<file path="config.mk">
export PLATFORM = sky130hd
export DESIGN_NAME = trig_sync
export DESIGN_NICKNAME = d
export VERILOG_FILES = /design/src/verilog/trig_sync_pkg.sv /design/src/verilog/trig_sync.sv
export SDC_FILE = /design/constraint.sdc
export NUM_CORES = 1
export LEC_CHECK = 0
export BUFFER_PORTS_ARGS = -buffer_cell sky130_fd_sc_hd__buf_2
export CAP_MARGIN = 30
export CORE_ASPECT_RATIO = 0.5
export CORE_MARGIN = 10
export CORE_UTILIZATION = 30
export CTS_BUF_LIST = sky130_fd_sc_hd__clkbuf_8
export DETAILED_ROUTE_END_ITERATION = 12
export GPL_TIMING_DRIVEN = 1
export PLACE_DENSITY = 0.51
export SLEW_MARGIN = 20
export SYNTH_ARGS = -nofsm -noshare
export SYNTH_HDL_FRONTEND = slang
export SYNTH_SLANG_ARGS = --single-unit
</file>
<file path="constraint.sdc">
create_clock -name clk_in -period 3.75 [get_ports clk_in]
set_clock_uncertainty 0.1 [all_clocks]
set_input_delay 0.375 -clock clk_in [delete_from_list [all_inputs] [get_ports clk_in]]
set_output_delay 0.375 -clock clk_in [all_outputs]
set_load 0.02 [all_outputs]
</file>
<file path="src/verilog/trig_sync_pkg.sv">
// Package: constants and carriers for the output trigger and module sync block
// Assumes a 125 MHz module clock and a host command port of plain strobes
package trig_sync_pkg;
   // Register offsets (word index on the command port)
   localparam logic [3:0] OFS_CTRL      = 4'h0;
   localparam logic [3:0] OFS_THRESH    = 4'h1;
   localparam logic [3:0] OFS_CMD       = 4'h2;
   localparam logic [3:0] OFS_STATUS    = 4'h3;
   localparam logic [3:0] OFS_DIV       = 4'h4;
   // Control fields
   localparam int CTRL_SRC_LSB  = 0;
   localparam int CTRL_SYNC_LSB = 2;
   // Command bits
   localparam int CMD_ARM_BIT   = 0;
   localparam int CMD_STOP_BIT  = 1;
   localparam int CMD_START_BIT = 2;
   // Threshold in 0.1 V steps, range 0.2 V to 9.8 V, hysteresis 0.1 V
   localparam logic [6:0] THRESH_MIN   = 7'h02;
   localparam logic [6:0] THRESH_MAX   = 7'h62;
   localparam logic [6:0] THRESH_RESET = 7'h0A;
   localparam logic [6:0] HYST_STEPS   = 7'h01;
   // Default clock divider from the bus-derived module clock
   localparam logic [15:0] DIV_RESET   = 16'h0001;
   // Slave stop delay while still waiting for a trigger
   localparam int CLK_MHZ        = 125;
   localparam int STOP_WAIT_S    = 20;
   localparam longint STOP_WAIT_CYC =
      longint'(STOP_WAIT_S) * 64'd1000000 * longint'(CLK_MHZ);

   typedef enum logic [1:0] {
      SRC_SOFT  = 2'h0,
      SRC_EXT   = 2'h1,
      SRC_THRES = 2'h2
   } src_t;

   typedef enum logic [1:0] {
      SYNC_NONE   = 2'h0,
      SYNC_MASTER = 2'h1,
      SYNC_SLAVE  = 2'h2
   } sync_t;

   // Gray along IDLE -> ARMED -> RUN -> STOPPING
   typedef enum logic [1:0] {
      ST_IDLE  = 2'b00,
      ST_ARMED = 2'b01,
      ST_RUN   = 2'b11,
      ST_STOP  = 2'b10
   } state_t;

   typedef struct packed {
      logic       sync_trig;
      logic       sync_clk;
   } sync_link_t;
endpackage
</file>
<file path="src/verilog/trig_sync.sv">
// Output trigger selection and master/slave module synchronisation
// Assumes all inputs synchronous to clk_in except the sync cable and trigger pin
//
// The address-and-strobe port and the placing of the registers were chosen for this implementation.
module trig_sync
   import trig_sync_pkg::*;
#(
   parameter longint STOP_WAIT = STOP_WAIT_CYC
) (
   input  wire logic        clk_in,
   input  wire logic        rst_in,
   input  wire logic        ce_in,
   input  wire logic [3:0]  addr_in,
   input  wire logic [31:0] wdata_in,
   input  wire logic        wr_in,
   input  wire logic        rd_in,
   output logic      [31:0] rdata_out,
   input  wire logic        ext_trig_in,
   input  wire logic [6:0]  ch0_level_in,
   input  sync_link_t       link_in,
   output sync_link_t       link_out,
   output logic             link_oe_out,
   output logic             sample_tick_out,
   output logic             running_out
);
   ////////////////////////////////////////////////////////////////////////
   typedef struct packed {
      src_t        src;
      sync_t       sync;
      logic [6:0]  thresh;
      logic [15:0] div;
      logic [15:0] div_cnt;
      logic        tick;
      logic        mclk;
      state_t      st;
      logic        ext_m;
      logic        ext_s;
      logic        ext_d;
      logic        lt_m;
      logic        lt_s;
      logic        lc_m;
      logic        lc_s;
      logic        lc_d;
      logic        above;
      logic        trig_out;
      logic [39:0] wait_cnt;
      logic [31:0] rdata;
   } state_reg_t;

   state_reg_t s_reg;
   state_reg_t s_next;

   logic       wr_ctrl;
   logic       wr_cmd;
   logic       ext_rise;
   logic       thr_rise;
   logic       fire;
   logic       local_tick;
   logic [15:0] div_sel;

   ////////////////////////////////////////////////////////////////////////
   always_comb begin
      wr_ctrl = wr_in && addr_in == OFS_CTRL;
      wr_cmd  = wr_in && addr_in == OFS_CMD;
      ext_rise  = s_reg.ext_s && !s_reg.ext_d;
      thr_rise  = 1'b0;
      // Slaves tick on each rising edge of the master's cable clock, once per two master ticks
      local_tick = (s_reg.sync == SYNC_SLAVE) ?
                   (s_reg.lc_s && !s_reg.lc_d) : s_reg.tick;
      div_sel = (s_reg.div == 16'h0000) ? 16'h0001 : s_reg.div;
      s_next = s_reg;

      // Threshold comparator with hysteresis below the threshold
      if (!s_reg.above && ch0_level_in > s_reg.thresh) begin
         s_next.above = 1'b1;
         thr_rise = 1'b1;
      end else if (s_reg.above &&
                   {1'b0, ch0_level_in} + {1'b0, HYST_STEPS} <=
                   {1'b0, s_reg.thresh}) begin
         // Widened so a full-scale level cannot wrap and drop the flag
         s_next.above = 1'b0;
      end

      // Only the first qualifying event after arming is taken
      fire = 1'b0;
      if (s_reg.st == ST_ARMED) begin
         case (s_reg.sync)
            SYNC_SLAVE: fire = s_reg.lt_s;
            default: begin
               case (s_reg.src)
                  SRC_EXT:   fire = ext_rise;
                  SRC_THRES: fire = thr_rise;
                  default:   fire = 1'b0;
               endcase
            end
         endcase
         if (wr_cmd && wdata_in[CMD_START_BIT] &&
             s_reg.sync != SYNC_SLAVE && s_reg.src == SRC_SOFT)
            fire = 1'b1;
      end

      // Input synchronisers: first stage feeds only the second
      s_next.ext_m = ext_trig_in;
      s_next.ext_s = s_reg.ext_m;
      s_next.ext_d = s_reg.ext_s;
      s_next.lt_m  = link_in.sync_trig;
      s_next.lt_s  = s_reg.lt_m;
      s_next.lc_m  = link_in.sync_clk;
      s_next.lc_s  = s_reg.lc_m;
      s_next.lc_d  = s_reg.lc_s;

      // One internal clock from the module clock paces the cable clock out and, outside slave mode, the local tick
      s_next.tick = 1'b0;
      if (s_reg.div_cnt + 16'h0001 >= div_sel) begin
         s_next.div_cnt = 16'h0000;
         s_next.tick = 1'b1;
         s_next.mclk = ~s_reg.mclk;
      end else begin
         s_next.div_cnt = s_reg.div_cnt + 16'h0001;
      end

      if (wr_ctrl) begin
         s_next.src  = src_t'(wdata_in[CTRL_SRC_LSB +: 2]);
         s_next.sync = sync_t'(wdata_in[CTRL_SYNC_LSB +: 2]);
      end
      if (wr_in && addr_in == OFS_THRESH) begin
         if (wdata_in[6:0] < THRESH_MIN)
            s_next.thresh = THRESH_MIN;
         else if (wdata_in[6:0] > THRESH_MAX)
            s_next.thresh = THRESH_MAX;
         else
            s_next.thresh = wdata_in[6:0];
      end
      if (wr_in && addr_in == OFS_DIV)
         s_next.div = wdata_in[15:0];

      case (s_reg.st)
         ST_IDLE: begin
            if (wr_cmd && wdata_in[CMD_ARM_BIT])
               s_next.st = ST_ARMED;
         end
         ST_ARMED: begin
            if (fire) begin
               s_next.st = ST_RUN;
            end else if (wr_cmd && wdata_in[CMD_STOP_BIT]) begin
               if (s_reg.sync == SYNC_SLAVE) begin
                  s_next.st = ST_STOP;
                  s_next.wait_cnt = 40'(STOP_WAIT);
               end else begin
                  s_next.st = ST_IDLE;
               end
            end
         end
         ST_RUN: begin
            // Master trigger dropping does not end a slave run
            if (wr_cmd && wdata_in[CMD_STOP_BIT])
               s_next.st = ST_IDLE;
         end
         ST_STOP: begin
            if (s_reg.wait_cnt <= 40'h0000000001)
               s_next.st = ST_IDLE;
            else
               s_next.wait_cnt = s_reg.wait_cnt - 40'h0000000001;
         end
         default: s_next.st = ST_IDLE;
      endcase

      // Master holds its cable trigger high while running
      s_next.trig_out = (s_next.st == ST_RUN) &&
                        s_next.sync == SYNC_MASTER;
      if (s_next.sync != SYNC_MASTER)
         s_next.trig_out = 1'b0;

      s_next.rdata = 32'h00000000;
      if (rd_in) begin
         case (addr_in)
            OFS_CTRL:   s_next.rdata = {28'h0000000, s_reg.sync, s_reg.src};
            OFS_THRESH: s_next.rdata = {25'h0000000, s_reg.thresh};
            OFS_STATUS: s_next.rdata = {29'h00000000, s_reg.above,
                                        s_reg.st};
            OFS_DIV:    s_next.rdata = {16'h0000, s_reg.div};
            default:    s_next.rdata = 32'h00000000;
         endcase
      end
   end

   ////////////////////////////////////////////////////////////////////////
   always_ff @(posedge clk_in) begin
      if (rst_in) begin
         s_reg          <= '0;
         s_reg.src      <= SRC_SOFT;
         s_reg.sync     <= SYNC_NONE;
         s_reg.thresh   <= THRESH_RESET;
         s_reg.div      <= DIV_RESET;
         s_reg.st       <= ST_IDLE;
      end else if (ce_in) begin
         s_reg <= s_next;
      end
   end

   // Cable driven only as master; within one period of the local start
   assign link_oe_out        = s_reg.sync == SYNC_MASTER;
   assign link_out.sync_trig = s_reg.trig_out;
   assign link_out.sync_clk  = s_reg.mclk;
   assign sample_tick_out    = local_tick && s_reg.st == ST_RUN;
   assign running_out        = s_reg.st == ST_RUN;
   assign rdata_out          = s_reg.rdata;

   ////////////////////////////////////////////////////////////////////////
   soft_start_a: assert property (@(posedge clk_in) disable iff (rst_in)
      ce_in && s_reg.st == ST_ARMED && s_reg.sync == SYNC_NONE &&
      s_reg.src == SRC_SOFT && wr_cmd && wdata_in[CMD_START_BIT]
      |=> running_out)
      else $error("software start did not start output");
   ext_edge_a: assert property (@(posedge clk_in) disable iff (rst_in)
      ce_in && s_reg.st == ST_ARMED && s_reg.sync != SYNC_SLAVE &&
      s_reg.src == SRC_EXT && ext_rise |=> running_out)
      else $error("external edge missed");
   thr_fire_a: assert property (@(posedge clk_in) disable iff (rst_in)
      ce_in && s_reg.st == ST_ARMED && s_reg.sync != SYNC_SLAVE &&
      s_reg.src == SRC_THRES && !s_reg.above &&
      ch0_level_in > s_reg.thresh |=> running_out)
      else $error("threshold crossing missed");
   master_drive_a: assert property (@(posedge clk_in) disable iff (rst_in)
      s_reg.sync == SYNC_MASTER |-> link_oe_out)
      else $error("master not driving cable");
   slave_local_a: assert property (@(posedge clk_in) disable iff (rst_in)
      s_reg.sync == SYNC_SLAVE && s_reg.st == ST_ARMED && !s_reg.lt_s
      |=> !running_out)
      else $error("slave started without cable trigger");
   none_quiet_a: assert property (@(posedge clk_in) disable iff (rst_in)
      s_reg.sync == SYNC_NONE |-> !link_oe_out && !link_out.sync_trig)
      else $error("cable driven in none mode");
   mode_hold_a: assert property (@(posedge clk_in) disable iff (rst_in)
      !wr_ctrl |=> $stable(s_reg.sync))
      else $error("sync mode changed without write");
   slave_run_a: assert property (@(posedge clk_in) disable iff (rst_in)
      running_out && !(wr_cmd && wdata_in[CMD_STOP_BIT]) |=> running_out)
      else $error("run ended without stop");
   stop_wait_a: assert property (@(posedge clk_in) disable iff (rst_in)
      s_reg.st == ST_ARMED && s_reg.sync == SYNC_SLAVE && !fire && ce_in &&
      wr_cmd && wdata_in[CMD_STOP_BIT] |=> s_reg.st == ST_STOP)
      else $error("slave stop not delayed");
   one_shot_a: assert property (@(posedge clk_in) disable iff (rst_in)
      running_out && ce_in && wr_cmd && wdata_in[CMD_ARM_BIT] &&
      !wdata_in[CMD_STOP_BIT] |=> running_out)
      else $error("rearm disturbed a run");
   // Threshold clamp, pacing, slave drive, clock-enable, stop-wait and state-hold checks
   clamp_lo_a: assert property (@(posedge clk_in) disable iff (rst_in)
      ce_in && wr_in && addr_in == OFS_THRESH && wdata_in[6:0] < THRESH_MIN
      |=> s_reg.thresh == THRESH_MIN)
      else $error("threshold not clamped to minimum");
   clamp_hi_a: assert property (@(posedge clk_in) disable iff (rst_in)
      ce_in && wr_in && addr_in == OFS_THRESH && wdata_in[6:0] > THRESH_MAX
      |=> s_reg.thresh == THRESH_MAX)
      else $error("threshold not clamped to maximum");
   tick_run_a: assert property (@(posedge clk_in) disable iff (rst_in)
      !running_out |-> !sample_tick_out)
      else $error("sample tick outside a run");
   slave_tick_a: assert property (@(posedge clk_in) disable iff (rst_in)
      s_reg.sync == SYNC_SLAVE && running_out && s_reg.lc_s && !s_reg.lc_d
      |-> sample_tick_out)
      else $error("slave missed cable clock edge");
   master_clk_a: assert property (@(posedge clk_in) disable iff (rst_in)
      ce_in |=> s_reg.tick == (link_out.sync_clk != $past(link_out.sync_clk)))
      else $error("cable clock out of step with tick");
   slave_no_drive_a: assert property (@(posedge clk_in) disable iff (rst_in)
      s_reg.sync == SYNC_SLAVE |-> !link_oe_out)
      else $error("slave driving cable");
   ce_freeze_a: assert property (@(posedge clk_in) disable iff (rst_in)
      !ce_in |=> $stable(s_reg))
      else $error("state moved with clock enable low");
   stop_done_a: assert property (@(posedge clk_in) disable iff (rst_in)
      ce_in && s_reg.st == ST_STOP && s_reg.wait_cnt <= 40'h0000000001
      |=> s_reg.st == ST_IDLE)
      else $error("slave stop wait did not end");
   armed_wait_a: assert property (@(posedge clk_in) disable iff (rst_in)
      ce_in && s_reg.st == ST_ARMED && !fire &&
      !(wr_cmd && wdata_in[CMD_STOP_BIT]) |=> s_reg.st == ST_ARMED)
      else $error("armed state left without event");
   idle_quiet_a: assert property (@(posedge clk_in) disable iff (rst_in)
      s_reg.st == ST_IDLE |-> !running_out && !sample_tick_out)
      else $error("idle block reports running");
endmodule

</file>
======== After elaboration in Yosys (flattened, before gate mapping) ========
Index checks and enable logic that the tools add are counted.
word-level totals
  word-level logic and storage cells ...... 108
  bits in registers ....................... 129
  memories ................................ 0
  bits in latches ......................... 0
  output and inout port bits .............. 37
  bits in writable memories ............... 0
  bits in read-only memories .............. 0
operators by class
  reduce and logical (&&, ||, !) cells .... 30
  mux-type cells .......................... 29
  magnitude comparators ................... 6
  bitwise gates (word level) .............. 1
  eq/ne operators ......................... 19
  multipliers ............................. 0
  shifts and indexed selects .............. 0
  div/mod/pow operators ................... 0
  $add $sub $neg .......................... 3
operators with widths
  operator               count
  $mux 40                4
  $pmux 40 s2            1
  $pmux 16 s4            1
  $mux 16                3
  $le 40x1->1 const B    1
  $sub 40x1->40 const B  1
  $add 16x1->16 const B  1
  $ge 16x16->1           1
  $logic_not 16->1       1
  $mux 2                 8
  $logic_and 1x1->1      15
  $mux 7                 2
  $eq 2x2->1 const B     5
  $reduce_and 2->1       5
  $add 7x1->8 const B    1
  $eq 2x1->1 const B     4
  $eq 4x2->1 const B     2
  $le 8x7->1             1
  $mux 1                 8
  $pmux 2 s4             1
  $gt 7x7->1             1
  $gt 7x7->1 const B     1
  $lt 7x2->1 const B     1
  $ne 2x1->1 const B     3
  10 further kinds       16

======== Depth between registers and ports, before layout ========
  depth in word-level cells ............... 12
  depth in mapped cells ................... 13
  gate-level depth less buffers ........... 12

======== Least setup slack after synthesis ========
Ideal clock, no wire load.
  kind .................................... flip-flop to flip-flop
  start ................................... register s_reg[86] in the netlist's numbering
  end ..................................... register s_reg[89] in the netlist's numbering
  stages on the path, launching flop included .. 13
  period minus slack after synthesis ...... 3.625 ns
  path slack .............................. 0.125 ns
  data arrival time ....................... 3.451 ns
  setup time .............................. 0.074 ns
  cells stage by stage .................... dfxtp_1 > ha_1 > nand3_1 > nor4_1 > nand3_1 > nor2_1 > xor2_1 > ha_1 > a21o_1 > a211oi_1 > clkbuf_1 > o211ai_1 > o21ai_0
on the way
  cells in the longest elaborated chain, start to end .. 3
ends and longest elaborated chain
  what                    line                                text
  from (decl)             trig_sync.sv:50                     state_reg_t s_reg;
  from (signal assigned)  trig_sync.sv:197                    s_reg <= s_next;
  $add 16x1->16 (*)       trig_sync.sv:114, trig_sync.sv:119
  $ge 16x16->1            trig_sync.sv:114                    if (s_reg.div_cnt + 16'h0001 >= div_sel) begin
  $mux 16 (*)             trig_sync.sv:114
Mark *: on every way between the ends. The rest lies on a longest branch, timed or not.
A chain may end at the register's enable or synchronous reset.

======== Worst setup path after layout ========
  start ................................... register s_reg[86] in the netlist's numbering
  end ..................................... register s_reg[101] in the netlist's numbering
Same word-level chain as after synthesis.

==> results.yml <==
worst_setup_path:
  critPathSlowestCell: "dfxtp_1"
  r2r_setup_slack_ns: 0.40
  crit_path_max_incr_delay_ns: 0.42
  critPathKind: "register to register"
  cp_data_required_time_ns: 4.01
  cp_top_family: "simple AND/OR/NAND/NOR gates"
  arrival_ns: 3.62
  startpoint_type: "register"
  cp.buffers_inverters: 1
  cp_max_fo: 12
  worst_setup_path_end_kind: "register"
  path_cells: "ha_1, nand3_1, nor4_2, nand3_1, nor2_1, xor2_1, ha_1, nand4_1, a21oi_1, a211oi_2, buf_4, nand2_1, o221ai_1"
place:
  numPortBuffers: 55
  preCtsSetupSlack_ns: 0.303
  place_hpwl_um: 13700
  place_congestion: 0.789
logic_synthesis:
  synth_area_per_cell_sq_um: 8.04
  synth-edff-count: 0
  syn_area_sq_mm: 0.00695
  synth_cell_types: 64
  synthesis.instances: 865
  yosysWarningCount: 0
  synthArstFlopShare_pct: 0
  ys_seq_elements: 113
  yosysSeqAreaShare_pct: 32.5
  ys.flop_type: "dfxtp_1"
finish:
  fin_nets: 976
  drive_gt1_share_pct: 13.9
  diodes: 0
  mostFrequentLayoutCells: "dfxtp_1, nand2_1, nor2_1"
  largest_reg_flops: 90
  areaGrowthSynthToFinish_pct: 11.3
  layout.cells.most_common: "dfxtp_1"
  fill_cells: 2387
floorplan:
  initial_core_util_pct: 30.5
  io_pins: 88
  coreArea_sq_mm: 0.0228
  die_area_sq_mm: 0.0300
  dieHeight_um: 128
  num_rows: 39
  fp.dieW_um: 235
global_routing:
  grt_pass1_vias: 6060
  grt_max_degree: 69
  track_usage_pct: 12.8
  grt_first_pass_wirelength_um: 31900
  grt-ovfl-total: 0
  antenna_found_initial: 0
clock_network:
  numCtsBuffers: 17
  clockBufferDepth: 2
  cts.sinks: 113
  insertion_delay_ns: 0.45
  cts_tree: "built"
  htreeDepth: 4
  cts_hold_buf: 0
  root_buffer: "clkbuf_8"
  path_clk_slew_ns: 0.07
timing:
  setup_slack_ns: 0.397
  finalCriticalPeriod_ns: 3.35
  setup_tns_ns: 0
  fmax_mhz: 298
  fin_crit_sh_pct: 89.4
  hold_viol: 0
  rsz0062_at_grt: "no"
  setup_viol: 0
  tightest_slew_ns: 0.828
  maxSlewHeadroom_pct: 44.8
  maxSlewViolCount: 0
min_path:
  hold_path.class: "input pin to register"
drt:
  drc_errors: 0
  vias: 6298
  dr.pass1.iters: 5
  dr.first_iter.drc_count: 464
  wl_per_cell_um: 16.0
  wl_um: 19300
  final_antenna_net_count: 0
  vias_per_cell: 5.22
pwr:
  power_density_mw_per_mm2: 732
  p_leak_nw: 3.00
  vdd_drop_max_mv: 0.529
flow_run:
  drv_cap: 0
status:
  status: "finished, final reports clean"
## area by class of cell
type                       instances  area, sq um  area share, %
multi-input combinational        650         4190           54.2
sequential                       113         2260           29.2
timing repair buffer              74          420           5.43
tap                              307          384           4.96
clock buffer                      21          289           3.73
inverter                          32          120           1.55
clock inverter                    10         70.1          0.905
## what timing repair did
item | CTS | global route
setup endpoints to repair | 0 | 17
gates resized for setup | 0 | 2
setup buffers | 0 | 0
## cells in the mapped netlist, types with 6 or more instances
library cell    n  area [sq um]
inv_1          31           116
nor3_1         29           145
or4_1          18           135
nand4_1        16           100
o21ai_0        22           110
nand2_1        94           353
a211oi_1        7          52.6
a31oi_1        14          87.6
nor2b_1        13          81.3
a22oi_1        15           113
nor2_1         62           233
nand3_1        22           110
buf_4          34           255
dfxtp_1       113          2260
nor3b_1         6          45.0
clkbuf_1       41           154
nor4_1         23           144
a21oi_1        56           280
a311oi_1       12           105
buf_1           9          33.8
xor2_1          9          78.8
o31ai_1        19           143
mux2i_1        29           290
o211ai_1       14           105
and3b_1         6          52.6
xnor2_1        10          87.6
nand2b_1       19           119
or3_1          11          68.8
ha_1           37           463
## through the flow
step | cells | hold slack, ns | util [%] | total power [mW] | area, sq um
after floorplan | 880 | 0.339 | - | 3.92 | 7010
after global placement | 1175 | 0.357 | 32.3 | 4.52 | 7360
after detailed placement | 1176 | 0.362 | 32.3 | 4.58 | 7370
after CTS | 1207 | 0.0313 | 33.9 | 5.69 | 7730
after global routing | 1207 | 0.0471 | 34.0 | 6.19 | 7740
final | 1207 | 0.0642 | 34.0 | 5.66 | 7740
## tightest hold or removal path, delay by kind of cell
kind,cells,cell delay (ns)
and+or+nand+nor,1,0.07
buffers and inverters,1,0.08
muxes,1,0.06
## path summary, 6_finish.rpt
| kind | to | cells after the start | from |
|---|---|---|---|
| setup / recovery | s_reg[101]$_SDFFE_PP0P_ | 13 | s_reg[86]$_SDFFE_PP0P_ |
| hold / removal | s_next[77]$_SDFFE_PP0P_ | 3 | link_in[1] |
| hold reg to reg | s_reg[120]$_SDFFE_PP0P_ | 2 | s_reg[120]$_SDFFE_PP0P_ |
| setup reg to reg | s_reg[101]$_SDFFE_PP0P_ | 13 | s_reg[86]$_SDFFE_PP0P_ |
## kinds of logic after synthesis
family	count (synthesis)	synth area share, %
other	1	0.0539
multiplexers	31	4.50
AO/OA/AOI/OAI	188	17.7
flip-flops	113	32.5
XOR/XNOR	19	2.39
adder cells (fa/ha/maj)	37	6.66
AND/OR/NAND/NOR	359	27.9
buffers and inverters	117	8.26
## per-layer routing
layer	global-route usage, %	wire [um]	vias to the layer above	part of all wire (%)
met4	3.41	207	0	1.1
li1	-	-	3167	-
met2	20.2	8640	125	45
met5	0	0	-	0
met1	17.0	9600	2986	50
met3	3.38	898	20	4.6
## where the power goes
part	leakage [nW]	switching [mW]	total (mW)	internal, mW
clock network	0.206	0.519	1.09	0.574
logic	1.88	1.82	2.94	1.12
registers	0.915	0.228	1.63	1.40
total	3.00	2.57	5.66	3.10
(Power assumes the default switching activity.)
